### src/verilog/phy_defines.svh
`ifndef PHY_DEFINES_SVH
`define PHY_DEFINES_SVH
// ==================================================
// register byte offsets (word index = management register number)
`define OFS_BASIC_CTRL   8'h00
`define OFS_BASIC_STAT   8'h04
`define OFS_ID_HI        8'h08
`define OFS_ID_LO        8'h0c
`define OFS_AN_ADV       8'h10
`define OFS_AN_LP        8'h14
`define OFS_AN_EXP       8'h18
`define OFS_MODE_CTRL    8'h44
`define OFS_SPECIAL      8'h6c
`define OFS_IRQ_SRC      8'h74
`define OFS_IRQ_MASK     8'h78
`define UNMAPPED_DATA    32'h0000ffff
// ==================================================
// field positions
`define BC_SOFT_RST      15
`define BC_SPEED         13
`define BC_AN_EN         12
`define BC_PDOWN         11
`define BC_RESTART_AN    9
`define BC_DUPLEX        8
`define BS_AN_DONE       5
`define BS_LINK          2
`define MC_EDPD          13
`define MC_ENERGY        1
`define SC_XO_CTRL       15
`define SC_XO_EN         14
`define SC_XO_STATE      13
`define IRQ_ENERGY       7
// ==================================================
// reset values and timing
`define ADV_DEF          16'h01e1
`define CLK_PERIOD_NS    5
`define RX_HALF_100_NS   20
`define RX_HALF_10_NS    200
`define PHY_RST_NS       100
`define RX_HALF_100_CYC  (`RX_HALF_100_NS / `CLK_PERIOD_NS)
`define RX_HALF_10_CYC   (`RX_HALF_10_NS / `CLK_PERIOD_NS)
`define PHY_RST_CYC      ((`PHY_RST_NS + `CLK_PERIOD_NS - 1) / `CLK_PERIOD_NS)
`endif

### src/verilog/phy_pkg.sv
`default_nettype none
package phy_pkg;
   // power and reset sequencer, one-hot
   typedef enum logic [3:0] {
      PWR_ON   = 4'h1,
      PWR_GEN  = 4'h2,
      PWR_ED   = 4'h4,
      PWR_RST  = 4'h8
   } pwr_state_t;
   typedef struct packed {
      logic [15:0] adv;
      logic        speed, duplex, an_en, pdown;
      logic        xo_ctrl, xo_en, xo_state, edpd;
      logic [7:1]  mask;
      pwr_state_t  pwr;
      logic [7:0]  rst_cnt;
      logic        straps_done, energy_q, an_restart;
      logic        auto_xo, fixed_swap, speed_eff, duplex_eff;
      logic [31:0] prdata;
   } ctl_state_t;
   typedef struct packed {
      logic [7:1] src;
      logic       irq;
   } irq_state_t;
   typedef struct packed {
      logic       crs, col, tx_en, rx_dv, rx_clk;
      logic [3:0] txd, rxd;
      logic [5:0] div_cnt;
   } mii_state_t;
endpackage
`default_nettype wire

### src/verilog/port_cfg_if.sv
`timescale 1ns/1ps
`default_nettype none
interface port_cfg_if;
   logic       ce, full_duplex, speed_100, link_active;
   logic [7:1] event_pulse, mask, src;
   logic       rd_clear, irq;
   modport ctrl  (output ce, full_duplex, speed_100, link_active, event_pulse, mask, rd_clear,
                  input src, irq);
   modport mii   (input ce, full_duplex, speed_100, link_active);
   modport flags (input ce, event_pulse, mask, rd_clear, output src, irq);
endinterface
`default_nettype wire

### src/verilog/phy_port_control_logic.sv
// What this block does
// - autoneg off: force speed, duplex from control
// - half duplex: carrier on transmit or receive
// - half duplex: receive while transmitting collides
// - full duplex: carrier on receive, no collision
// - override set: crossover from register bits
// - override clear: auto crossover from strap
// - both low: manual strap fixes pairs
// - receive clock recovered, else reference derived
// - serve registers 0 to 6 and vendor
// - unimplemented register reads return ffff
// - source read reports and clears interrupt
// - mask gates sources, or into one
// - interrupt bits energy 7 down to page 1
// - general power-down keeps all but management off
// - leaving power-down resets the phy core
// - external interface select forces power-down
// - energy power-down: off without line energy
// - energy return: wake, self-reset, flag bit 7
// - power-down never touches registers
// - chip digital reset leaves phy alone
// - straps load only on hardware reset, reload
// - restart autoneg bit restarts it anytime
`timescale 1ns/1ps
`default_nettype none
`include "phy_defines.svh"
module phy_port_control_logic #(
   parameter logic [15:0] ID_HI = 16'h1234,   // arbitrary identity value
   parameter logic [15:0] ID_LO = 16'h5670    // arbitrary identity value
) (
   // clock, reset, enable
   input  wire logic        mclk_in,
   input  wire logic        rstn_in,
   input  wire logic        ce_in,
   // apb slave
   input  wire logic        psel_in,
   input  wire logic        penable_in,
   input  wire logic        pwrite_in,
   input  wire logic [7:0]  paddr_in,
   input  wire logic [31:0] pwdata_in,
   output logic             pready_out,
   output logic [31:0]      prdata_out,
   output logic             pslverr_out,
   // straps and system controls
   input  wire logic        strap_an_en_in,
   input  wire logic        strap_speed_in,
   input  wire logic        strap_duplex_in,
   input  wire logic        auto_mdix_strap_in,
   input  wire logic        manual_mdix_strap_in,
   input  wire logic        strap_reload_in,
   input  wire logic        ext_mii_sel_in,
   // analog core and autoneg engine
   input  wire logic        line_energy_in,
   input  wire logic        link_up_in,
   input  wire logic        an_done_in,
   input  wire logic        an_speed_in,
   input  wire logic        an_duplex_in,
   input  wire logic [15:0] an_lp_ability_in,
   input  wire logic [15:0] an_expansion_in,
   input  wire logic [6:1]  core_event_in,
   output logic             core_enable_out,
   output logic             core_reset_out,
   output logic             an_restart_out,
   output logic             auto_xo_enable_out,
   output logic             fixed_swap_out,
   output logic             speed_100_out,
   output logic             full_duplex_out,
   output logic             port_irq_out,
   // mac side mii
   input  wire logic        tx_en_in,
   input  wire logic [3:0]  txd_in,
   output logic             crs_out,
   output logic             col_out,
   output logic             rx_dv_out,
   output logic [3:0]       rxd_out,
   output logic             rx_clk_out,
   // line side data
   input  wire logic        line_signal_in,
   input  wire logic        line_rx_clk_in,
   input  wire logic        line_rx_dv_in,
   input  wire logic [3:0]  line_rxd_in,
   output logic             line_tx_en_out,
   output logic [3:0]       line_txd_out
);
   port_cfg_if cfg ();
   phy_pkg::ctl_state_t s, n;
   logic wr_acc, rd_setup, hold_down, soft_rst;

   // ==================================================
   // submodules
   irq_flags u_irq (
      .mclk_in (mclk_in),
      .rstn_in (rstn_in),
      .cfg     (cfg.flags)
   );
   duplex_mii u_mii (
      .mclk_in        (mclk_in),
      .rstn_in        (rstn_in),
      .cfg            (cfg.mii),
      .tx_en_in       (tx_en_in),
      .txd_in         (txd_in),
      .crs_out        (crs_out),
      .col_out        (col_out),
      .rx_dv_out      (rx_dv_out),
      .rxd_out        (rxd_out),
      .rx_clk_out     (rx_clk_out),
      .line_signal_in (line_signal_in),
      .line_rx_clk_in (line_rx_clk_in),
      .line_rx_dv_in  (line_rx_dv_in),
      .line_rxd_in    (line_rxd_in),
      .line_tx_en_out (line_tx_en_out),
      .line_txd_out   (line_txd_out)
   );

   // ==================================================
   // glue to submodules
   assign cfg.ce = ce_in;
   assign cfg.full_duplex = s.duplex_eff;
   assign cfg.speed_100 = s.speed_eff;
   assign cfg.link_active = (s.pwr == phy_pkg::PWR_ON);
   assign cfg.mask = s.mask;
   // energy on top, core events below
   assign cfg.event_pulse = {line_energy_in & ~s.energy_q & s.straps_done, core_event_in};
   // read of source register clears flags
   assign cfg.rd_clear = rd_setup & (paddr_in == `OFS_IRQ_SRC); // same edge as capture

   // ==================================================
   // apb decode: zero wait states, data captured in setup
   assign wr_acc = psel_in & penable_in & pwrite_in;
   assign rd_setup = psel_in & ~penable_in & ~pwrite_in;
   assign soft_rst = wr_acc & (paddr_in == `OFS_BASIC_CTRL) & pwdata_in[`BC_SOFT_RST];

   // ==================================================
   // next state of registers and sequencer
   always_comb begin
      n = s;
      n.an_restart = 1'b0;
      n.energy_q = line_energy_in;
      // straps only at hardware reset release or reload
      // no other reset source reaches this logic
      if (!s.straps_done || strap_reload_in) begin
         n.an_en = strap_an_en_in;
         n.speed = strap_speed_in;
         n.duplex = strap_duplex_in;
         n.straps_done = 1'b1;
      end
      // register writes
      if (wr_acc) begin
         case (paddr_in)
            `OFS_BASIC_CTRL: begin
               n.speed = pwdata_in[`BC_SPEED];
               n.an_en = pwdata_in[`BC_AN_EN];
               n.pdown = pwdata_in[`BC_PDOWN];
               n.duplex = pwdata_in[`BC_DUPLEX];
               n.an_restart = pwdata_in[`BC_RESTART_AN];
            end
            `OFS_AN_ADV: begin
               n.adv = pwdata_in[15:0];
            end
            `OFS_MODE_CTRL: begin
               n.edpd = pwdata_in[`MC_EDPD];
            end
            `OFS_SPECIAL: begin
               n.xo_ctrl = pwdata_in[`SC_XO_CTRL];
               n.xo_en = pwdata_in[`SC_XO_EN];
               n.xo_state = pwdata_in[`SC_XO_STATE];
            end
            `OFS_IRQ_MASK: begin
               n.mask = pwdata_in[7:1];
            end
            default: begin
               n.adv = s.adv;
            end
         endcase
      end
      // soft reset takes plain defaults, straps are not reloaded
      if (soft_rst) begin
         n.speed = 1'b1;
         n.an_en = 1'b1;
         n.duplex = 1'b0;
         n.pdown = 1'b0;
         n.adv = `ADV_DEF;
         n.mask = 7'h00;
         n.edpd = 1'b0;
         n.xo_ctrl = 1'b0;
         n.xo_en = 1'b0;
         n.xo_state = 1'b0;
      end
      hold_down = n.pdown | ext_mii_sel_in;
      case (s.pwr)
         phy_pkg::PWR_ON: begin
            if (hold_down) begin
               n.pwr = phy_pkg::PWR_GEN;
            end else if (soft_rst) begin
               n.pwr = phy_pkg::PWR_RST;
               n.rst_cnt = 8'(`PHY_RST_CYC - 1);
            end else if (s.edpd && !line_energy_in) begin
               n.pwr = phy_pkg::PWR_ED;
            end
         end
         phy_pkg::PWR_GEN: begin
            if (!hold_down) begin
               n.pwr = phy_pkg::PWR_RST;
               n.rst_cnt = 8'(`PHY_RST_CYC - 1);
            end
         end
         phy_pkg::PWR_ED: begin
            // energy return wakes through a reset
            if (hold_down) begin
               n.pwr = phy_pkg::PWR_GEN;
            end else if (line_energy_in || !n.edpd || soft_rst) begin
               n.pwr = phy_pkg::PWR_RST;
               n.rst_cnt = 8'(`PHY_RST_CYC - 1);
            end
         end
         phy_pkg::PWR_RST: begin
            if (hold_down) begin
               n.pwr = phy_pkg::PWR_GEN;
            end else if (soft_rst) begin
               n.rst_cnt = 8'(`PHY_RST_CYC - 1);
            end else if (s.rst_cnt == 8'h00) begin
               // core comes back and negotiates afresh
               n.pwr = phy_pkg::PWR_ON;
               n.an_restart = 1'b1;
            end else begin
               n.rst_cnt = s.rst_cnt - 8'h01;
            end
         end
         default: begin
            n.pwr = phy_pkg::PWR_RST;
            n.rst_cnt = 8'(`PHY_RST_CYC - 1);
         end
      endcase
      if (n.xo_ctrl) begin
         n.auto_xo = n.xo_en;
         n.fixed_swap = n.xo_state;
      end else begin
         n.auto_xo = auto_mdix_strap_in;
         n.fixed_swap = manual_mdix_strap_in;
      end
      // forced bits apply only with autoneg off
      n.speed_eff = n.an_en ? an_speed_in : n.speed;
      n.duplex_eff = n.an_en ? an_duplex_in : n.duplex;
      // read data, unmapped words read ffff
      if (rd_setup) begin
         case (paddr_in)
            `OFS_BASIC_CTRL: begin
               n.prdata = '0;
               n.prdata[`BC_SPEED] = s.speed;
               n.prdata[`BC_AN_EN] = s.an_en;
               n.prdata[`BC_PDOWN] = s.pdown;
               n.prdata[`BC_DUPLEX] = s.duplex;
            end
            `OFS_BASIC_STAT: begin
               n.prdata = '0;
               n.prdata[`BS_AN_DONE] = an_done_in;
               n.prdata[`BS_LINK] = link_up_in & (s.pwr == phy_pkg::PWR_ON);
            end
            `OFS_ID_HI: begin
               n.prdata = {16'h0000, ID_HI};
            end
            `OFS_ID_LO: begin
               n.prdata = {16'h0000, ID_LO};
            end
            `OFS_AN_ADV: begin
               n.prdata = {16'h0000, s.adv};
            end
            `OFS_AN_LP: begin
               n.prdata = {16'h0000, an_lp_ability_in};
            end
            `OFS_AN_EXP: begin
               n.prdata = {16'h0000, an_expansion_in};
            end
            `OFS_MODE_CTRL: begin
               n.prdata = '0;
               n.prdata[`MC_EDPD] = s.edpd;
               n.prdata[`MC_ENERGY] = s.energy_q;
            end
            `OFS_SPECIAL: begin
               n.prdata = '0;
               n.prdata[`SC_XO_CTRL] = s.xo_ctrl;
               n.prdata[`SC_XO_EN] = s.xo_en;
               n.prdata[`SC_XO_STATE] = s.xo_state;
            end
            `OFS_IRQ_SRC: begin
               n.prdata = {24'h000000, cfg.src, 1'b0};
            end
            `OFS_IRQ_MASK: begin
               n.prdata = {24'h000000, s.mask, 1'b0};
            end
            default: begin
               n.prdata = `UNMAPPED_DATA;
            end
         endcase
      end
   end

   // ==================================================
   // state register; straps are caught after release, not under reset
   always_ff @(posedge mclk_in or negedge rstn_in) begin
      if (!rstn_in) begin
         s <= '{adv: `ADV_DEF, an_en: 1'b1, speed: 1'b1, pwr: phy_pkg::PWR_RST,
                rst_cnt: 8'(`PHY_RST_CYC - 1), default: '0};
      end else if (ce_in) begin
         s <= n;
      end
   end

   // ==================================================
   // outputs
   assign pready_out = 1'b1;
   assign pslverr_out = 1'b0;
   assign prdata_out = s.prdata;
   assign core_enable_out = (s.pwr == phy_pkg::PWR_ON);
   assign core_reset_out = (s.pwr == phy_pkg::PWR_RST);
   assign an_restart_out = s.an_restart;
   assign auto_xo_enable_out = s.auto_xo;
   assign fixed_swap_out = s.fixed_swap;
   assign speed_100_out = s.speed_eff;
   assign full_duplex_out = s.duplex_eff;
   assign port_irq_out = cfg.irq;
endmodule
`default_nettype wire

### src/verilog/irq_flags.sv
`timescale 1ns/1ps
`default_nettype none
module irq_flags (
   // clock and reset
   input  wire logic   mclk_in,
   input  wire logic   rstn_in,
   // control side
   port_cfg_if.flags   cfg
);
   phy_pkg::irq_state_t s, n;
   // ==================================================
   // sticky flags, set beats the read clear
   always_comb begin
      n = s;
      n.src = (cfg.rd_clear ? 7'h00 : s.src) | cfg.event_pulse;
      n.irq = |(n.src & cfg.mask);
   end
   always_ff @(posedge mclk_in or negedge rstn_in) begin
      if (!rstn_in) begin
         s <= '0;
      end else if (cfg.ce) begin
         s <= n;
      end
   end
   assign cfg.src = s.src;
   assign cfg.irq = s.irq;
endmodule
`default_nettype wire

### src/verilog/duplex_mii.sv
`timescale 1ns/1ps
`default_nettype none
`include "phy_defines.svh"
module duplex_mii (
   // clock and reset
   input  wire logic       mclk_in,
   input  wire logic       rstn_in,
   // configuration
   port_cfg_if.mii         cfg,
   // mac side
   input  wire logic       tx_en_in,
   input  wire logic [3:0] txd_in,
   output logic            crs_out,
   output logic            col_out,
   output logic            rx_dv_out,
   output logic [3:0]      rxd_out,
   output logic            rx_clk_out,
   // line side
   input  wire logic       line_signal_in,
   input  wire logic       line_rx_clk_in,
   input  wire logic       line_rx_dv_in,
   input  wire logic [3:0] line_rxd_in,
   output logic            line_tx_en_out,
   output logic [3:0]      line_txd_out
);
   phy_pkg::mii_state_t s, n;
   logic tx_act, rx_act;
   // ==================================================
   // carrier, collision and data path
   always_comb begin
      n = s;
      tx_act = tx_en_in & cfg.link_active;
      rx_act = line_rx_dv_in & cfg.link_active;
      // full duplex: receive only, no collision
      n.crs = cfg.full_duplex ? rx_act : (tx_act | rx_act);
      n.col = ~cfg.full_duplex & tx_act & rx_act;
      n.tx_en = tx_act;
      n.txd = tx_act ? txd_in : 4'h0;
      n.rx_dv = rx_act;
      n.rxd = rx_act ? line_rxd_in : 4'h0;
      if (line_signal_in) begin
         n.rx_clk = line_rx_clk_in;
         n.div_cnt = '0;
      end else if (s.div_cnt == 6'h00) begin
         n.rx_clk = ~s.rx_clk;
         n.div_cnt = cfg.speed_100 ? 6'(`RX_HALF_100_CYC - 1) : 6'(`RX_HALF_10_CYC - 1);
      end else begin
         n.div_cnt = s.div_cnt - 6'h01;
      end
   end
   always_ff @(posedge mclk_in or negedge rstn_in) begin
      if (!rstn_in) begin
         s <= '0;
      end else if (cfg.ce) begin
         s <= n;
      end
   end
   assign crs_out = s.crs;
   assign col_out = s.col;
   assign rx_dv_out = s.rx_dv;
   assign rxd_out = s.rxd;
   assign rx_clk_out = s.rx_clk;
   assign line_tx_en_out = s.tx_en;
   assign line_txd_out = s.txd;
endmodule
`default_nettype wire

### config.mk
export PLATFORM = sky130hd
export DESIGN_NAME = phy_port_control_logic
export DESIGN_NICKNAME = d
export VERILOG_FILES = /design/src/verilog/phy_pkg.sv /design/src/verilog/port_cfg_if.sv /design/src/verilog/phy_port_control_logic.sv /design/src/verilog/irq_flags.sv /design/src/verilog/duplex_mii.sv
export VERILOG_INCLUDE_DIRS = /design/src /design/src/verilog
export SDC_FILE = /design/constraint.sdc
export NUM_CORES = 1
export LEC_CHECK = 0
export BUFFER_PORTS_ARGS = -buffer_cell sky130_fd_sc_hd__buf_4
export CELL_PAD_IN_SITES_DETAIL_PLACEMENT = 1
export CELL_PAD_IN_SITES_GLOBAL_PLACEMENT = 1
export CORE_ASPECT_RATIO = 0.9
export CORE_MARGIN = 5
export CORE_UTILIZATION = 35
export CTS_CLUSTER_SIZE = 10
export DETAILED_ROUTE_END_ITERATION = 12
export PLACE_DENSITY_LB_ADDON = 0.25
export SLEW_MARGIN = 15
export SYNTH_ARGS = -nofsm -noshare
export SYNTH_HDL_FRONTEND = slang
export SYNTH_SLANG_ARGS = --single-unit
### constraint.sdc
create_clock -name mclk_in -period 2.05 [get_ports mclk_in]
set_input_delay 0.41 -clock mclk_in [delete_from_list [all_inputs] [get_ports mclk_in]]
set_output_delay 0.41 -clock mclk_in [all_outputs]
set_load 0.05 [all_outputs]
[Yosys cells after proc, flatten, opt, wreduce, memory -nomap -nowiden]
Cells that the tools add are included.
Storage, ports and cells
  register bits: 109
  bits of input ports: 108
  output and inout bits: 55
Operators by class
  add/subtract/negate cells: 2
  eq/ne operators: 25
  mux-type cells: 43
  bitwise gates (word level): 23
  reductions and logical operators: 22
Operators by type and width (number)
  $pmux 16 s11: 1
  $mux 31: 2
  $mux 8: 6
  $pmux 12 s4: 1
  $mux 4: 10
  $eq 8x7->1 const B: 4
  $eq 8x5->1 const B: 3
  $mux 12: 2
  $mux 6: 3
  $eq 8x4->1 const B: 2
  $logic_not 8->1: 2
  $mux 16: 1
  $and 1x1->1: 14
  $mux 7: 2
  $mux 1: 12
  $ne 2x2->1 const B: 6
  $ne 3x3->1 const B: 3
  $eq 8x3->1 const B: 1
  $reduce_and 8->1: 1
  $reduce_bool 2->1: 4
  $sub 8x1->8 const B: 1
  $and 7x7->7: 1
  $or 7x7->7: 1
  $reduce_or 7->1: 1
  18 further kinds: 31

[Longest topological paths before layout]
  word-level depth: 12
  gate-level depth with buffers: 9
  gate-level depth less buffers: 7

[Cells and area by module]
From an unflattened synthesis, not the netlist that was laid out.
Second synthesis, totals
  cell total of the unflattened synthesis: 621
  area, all modules: 5549.1 sq um
By module, submodules not included
  phy_port_control_logic: times used 1, cells each 473, area an instance 4170.2 sq um, seq. area each 1665.3 sq um
  duplex_mii: times used 1, cells each 110, area an instance 999.7 sq um, seq. area each 475.5 sq um
  irq_flags: times used 1, cells each 38, area an instance 379.1 sq um, seq. area each 200.2 sq um

[Worst setup path after synthesis]
Ideal clock, no wire load.
  kind: reg-to-reg
  from: reg s[49] (netlist name)
  to: reg s[47] (netlist name)
  setup time: 0.125 ns
  data arrival time: 2.618 ns
  data required time: 1.925 ns
  path slack: -0.693 ns
  stages on the path, launching flop included: 7
  clock period less this slack: 2.743 ns
  cells stage by stage: dfrtp_1 > clkbuf_2 > nor4b_2 > o21ai_0 > a21oi_1 > nor2_4 > mux2_4
On the way
  word-level cells in the longest chain between the ends: 3
Ends and longest elaborated chain
  start: declaration: line phy_port_control_logic.sv:86  | phy_pkg::ctl_state_t s, n;
  start signal: assignment: line phy_port_control_logic.sv:302  | s <= '{adv: `ADV_DEF, an_en: 1'b1, speed: 1'b1, pwr: phy_pkg::PWR_RST,
  start signal: assignment: line phy_port_control_logic.sv:305  | s <= n;
  $eq 4x1->1 (*)
  net core_enable_out: line phy_port_control_logic.sv:61  | output logic core_enable_out,
  $ne 4x4->1 (no source line)
  $reduce_and 6->1 (no source line)
Mark *: on every way through the listed nets, which the timed path passes. The rest lies on a longest branch.
A chain may end at the register's enable or synchronous reset.

[Worst setup path after layout]
  from: reg s[50] (netlist name)
  to: out core_reset_out
On the way
  word-level cells in the longest chain between the ends: 1
Ends and longest elaborated chain
  $eq 4x4->1: line phy_port_control_logic.sv:315  | assign core_reset_out = (s.pwr == phy_pkg::PWR_RST);
  end: declaration: line phy_port_control_logic.sv:62  | output logic core_reset_out,
No other way between the ends.

==> summary.txt <==
Status
  • Status: finished with violations
  • Failing checks: negative setup slack

Floorplan
  • Ports: between 150 and 200
  • Die area: 18300 um2
  • Core area: 15400 um2
  • Die width: between 100 and 150 um
  • # rows: 43
  • Initial core utilization: 0.356
  • Die height: 129 um

Logic synthesis
  • Ys async rst share: 1.00
  • Synthesized flop and latch total: 93
  • Yosys top cell by area: dfrtp_1
  • Count leader, synth: dfrtp_1
  • Synth cell types: between 70 and 80
  • Most used flip-flop cell after synthesis: dfrtp_1
  • Mean Syn Cell Area: between 9 and 10 um2
  • Sequential share of the synthesized area: 0.427
  • Post-synth EDFFs: 0
  • Top post-synthesis cells by area: dfrtp_1, buf_4, dfstp_2, nand2_1, o21ai_0
  • Mapped Area: between 5000 and 6000 um2
  • Synth warn: 0
  • Synth Instances: 607
  • Top-area cell type share of the netlist area: 0.374
  • Post-synth top cells: dfrtp_1, nand2_1, nor2_1

Global routing
  • Vias in the first global route: 5883
  • Initial antenna violation count: 0
  • GRT busiest layer: met2
  • First-pass GRT wire length: 32400 um
  • GRT Util Overall: 0.228
  • Met3 GRT Util: 0.0554
  • Largest net degree at the start of global routing: a little over 40
  • M1 GR Usage: 0.309
  • Grt ovf: 0
  • GR Util met2: 0.366

Worst setup path
  • Setup CP Type: flop to output pin
  • Max FO, Critical Path: 4
  • Worst endpoint required time: 1.64 ns
  • CP Capture Type: output pin
  • WP data arrival: 1.77 ns
  • Cell depth of the worst flop-to-flop path: 7
  • Flop2flop setup slack: -0.05 ns
  • Critical Path Start Type: flop
  • R2r startpoint: s[50]
  • FF-to-FF End: s[49]

Place
  • Buffers on Ports: 128
  • GPL Wtd Cong: about 0.97
  • Placed Cells: 970
  • Placed instance area: 7100 um2
  • Dpl hpwl: 15900 um

Clock network
  • H-Tree Depth: 3
  • Root Driver: clkbuf_16
  • CTS max path bufs: 2
  • CTS tree: built
  • # clock sinks: 93
  • Clock latency at the later pin of the worst-skew pair: between 0.3 and 0.4 ns
  • Cts bufs inserted: 9
  • Clk pin slew, worst setup/hold paths: 0.07 ns

Routing
  • Total length of routed wires: between 20000 and 25000 um
  • # DRC: 0
  • DRT Pass-1 Iters: 5
  • Via count: 5619
  • WL/cell: 21.4 um
  • Via/cell ratio: 5.55
  • Drt initial violations: 386
  • ANT nets after route: 0

Cells and area
  • Diodes inserted: 0
  • Area Growth Syn to Fin: 43.1%
  • Fill count: about 1800
  • Area of the multi-input gates: 2940 um2
  • Ratio of cells with drive above 1 in the final layout: 0.414
  • Post-Layout Inst Area: 7850 um2
  • Nets@finish: 917
  • Register area: between 2000 and 2500 um2
  • Non-filler cells, final: 1012

STA
  • Post-route setup slack: -0.125 ns
  • Final worst-path cycle share: 1.06
  • Rel. slew slack: 0.645
  • Post-layout min period: between 2 and 2.5 ns
  • Worst-margin pin slew: ~0.53 ns
  • Setup violations, final: 10
  • Max Freq: 460 MHz
  • RSZ-0062 raised after global routing: yes
  • Pins Over Slew Limit: 0
  • Fin. Hold Viols: 0
  • Max Clock Skew: 0.00921 ns

Job
  • Max cap viols: 0

Power
  • VDD IR max: 0.447 mV
  • Leakage power: 0.00345 uW
  • P per Cell Area: 796 nW/um2

Worst hold path
  • Hold crit path type: input port to async pin
sequential cells by signal, indices dropped and copies added (netlist names), 4 cells and up:
signal              count
u_mii.line_txd_out      4
cfg.mask                7
s                      38
u_irq.cfg.src           7
u_mii.rxd_out           4
u_mii.s                 6
prdata_out             16
placed cells by master (no fill, tap or decap), types with 5 or more instances in the layout:
cell,instances
mux2_2,6
dfrtp_1,82
o31ai_2,6
nand3_1,14
and3_1,6
nand4_1,8
a22oi_1,21
a222oi_1,7
a31oi_1,5
o211ai_1,5
buf_4,222
nor3_1,17
buf_6,13
mux2i_1,9
a22o_1,10
o21ai_1,11
nand2_1,64
a21oi_1,30
inv_1,26
nor3_2,7
o21ai_0,30
dfstp_2,11
conb_1,18
nor2_1,49
nor2b_1,5
clkbuf_16,9
critical path, cell delays in order, from the launching register on:
cell and delay [ns]:
dfstp_2 0.54, or4b_4 0.52, clkinvlp_4 0.11, buf_6 0.10
buf_8 0.13
power by group:
part	leakage [uW]	internal, uW	switching [uW]
clock network	0.000130	829	758
registers	0.00111	2050	175
logic	0.00221	1030	1390
through the flow:
| step | utilization | worst slack (ns) | power, uW | hold WS [ns] | setup TNS (ns) |
|---|---|---|---|---|---|
| 2_1_floorplan | - | -0.251 | 3560 | 0.114 | -2.22 |
| 3_3_place_gp | 0.462 | -0.361 | 4240 | 0.415 | -14.76 |
| 3_5_place_dp | 0.462 | -0.475 | 4350 | 0.420 | -17.29 |
| 4_1_cts | 0.491 | -0.118 | 6090 | 0.0403 | -0.120 |
| 5_1_grt | 0.510 | -0.173 | 6540 | 0.0546 | -1.14 |
| 6_report | 0.510 | -0.125 | 6240 | 0.0252 | -0.456 |
cell families after synthesis:
group,synth area share
AND/OR/NAND/NOR,0.207
AO/OA/AOI/OAI,0.209
buffers and inverters,0.102
flip-flops,0.427
multiplexers,0.0388
adder cells (fa/ha/maj),0.00913
XOR/XNOR,0.00479
other,0.00137
per-layer routing:
metal | wire, um | part of all wire
met1 | 9320 | 0.43
met3 | 1480 | 0.068
met4 | 582 | 0.027
met2 | 10300 | 0.48
met5 | 0 | 0
final cells by class:
cell class | count | share of cell area
timing repair buffer | 244 | 0.247
clock inverter | 5 | 0.00447
tap | 202 | 0.0322
sequential | 93 | 0.298
multi-input combinational | 430 | 0.375
inverter | 27 | 0.0134
clock buffer | 11 | 0.0297
worst max-delay path by stage:
| stage | startpoint | endpoint | slack (ns) |
|---|---|---|---|
| 2_1_floorplan | paddr_in[5] | s[47] | -0.25 |
| 3_3_place_gp | paddr_in[2] | s[39] | -0.36 |
| 3_5_place_dp | paddr_in[2] | s[39] | -0.48 |
| 4_1_cts | s[50] | core_reset_out | -0.12 |
| 5_1_grt | s[50] | core_reset_out | -0.17 |
| 6_report | s[50] | core_reset_out | -0.13 |
repair_timing:
action,CTS,global route
pin swaps,8,14
hold buffers,0,0
setup endpoints to repair,14,41
cloned,0,3
setup buffers,9,14
gates resized for setup,22,43
endpoints found under the hold margin,0,0
Note: power is estimated with default switching activity, not from simulation.
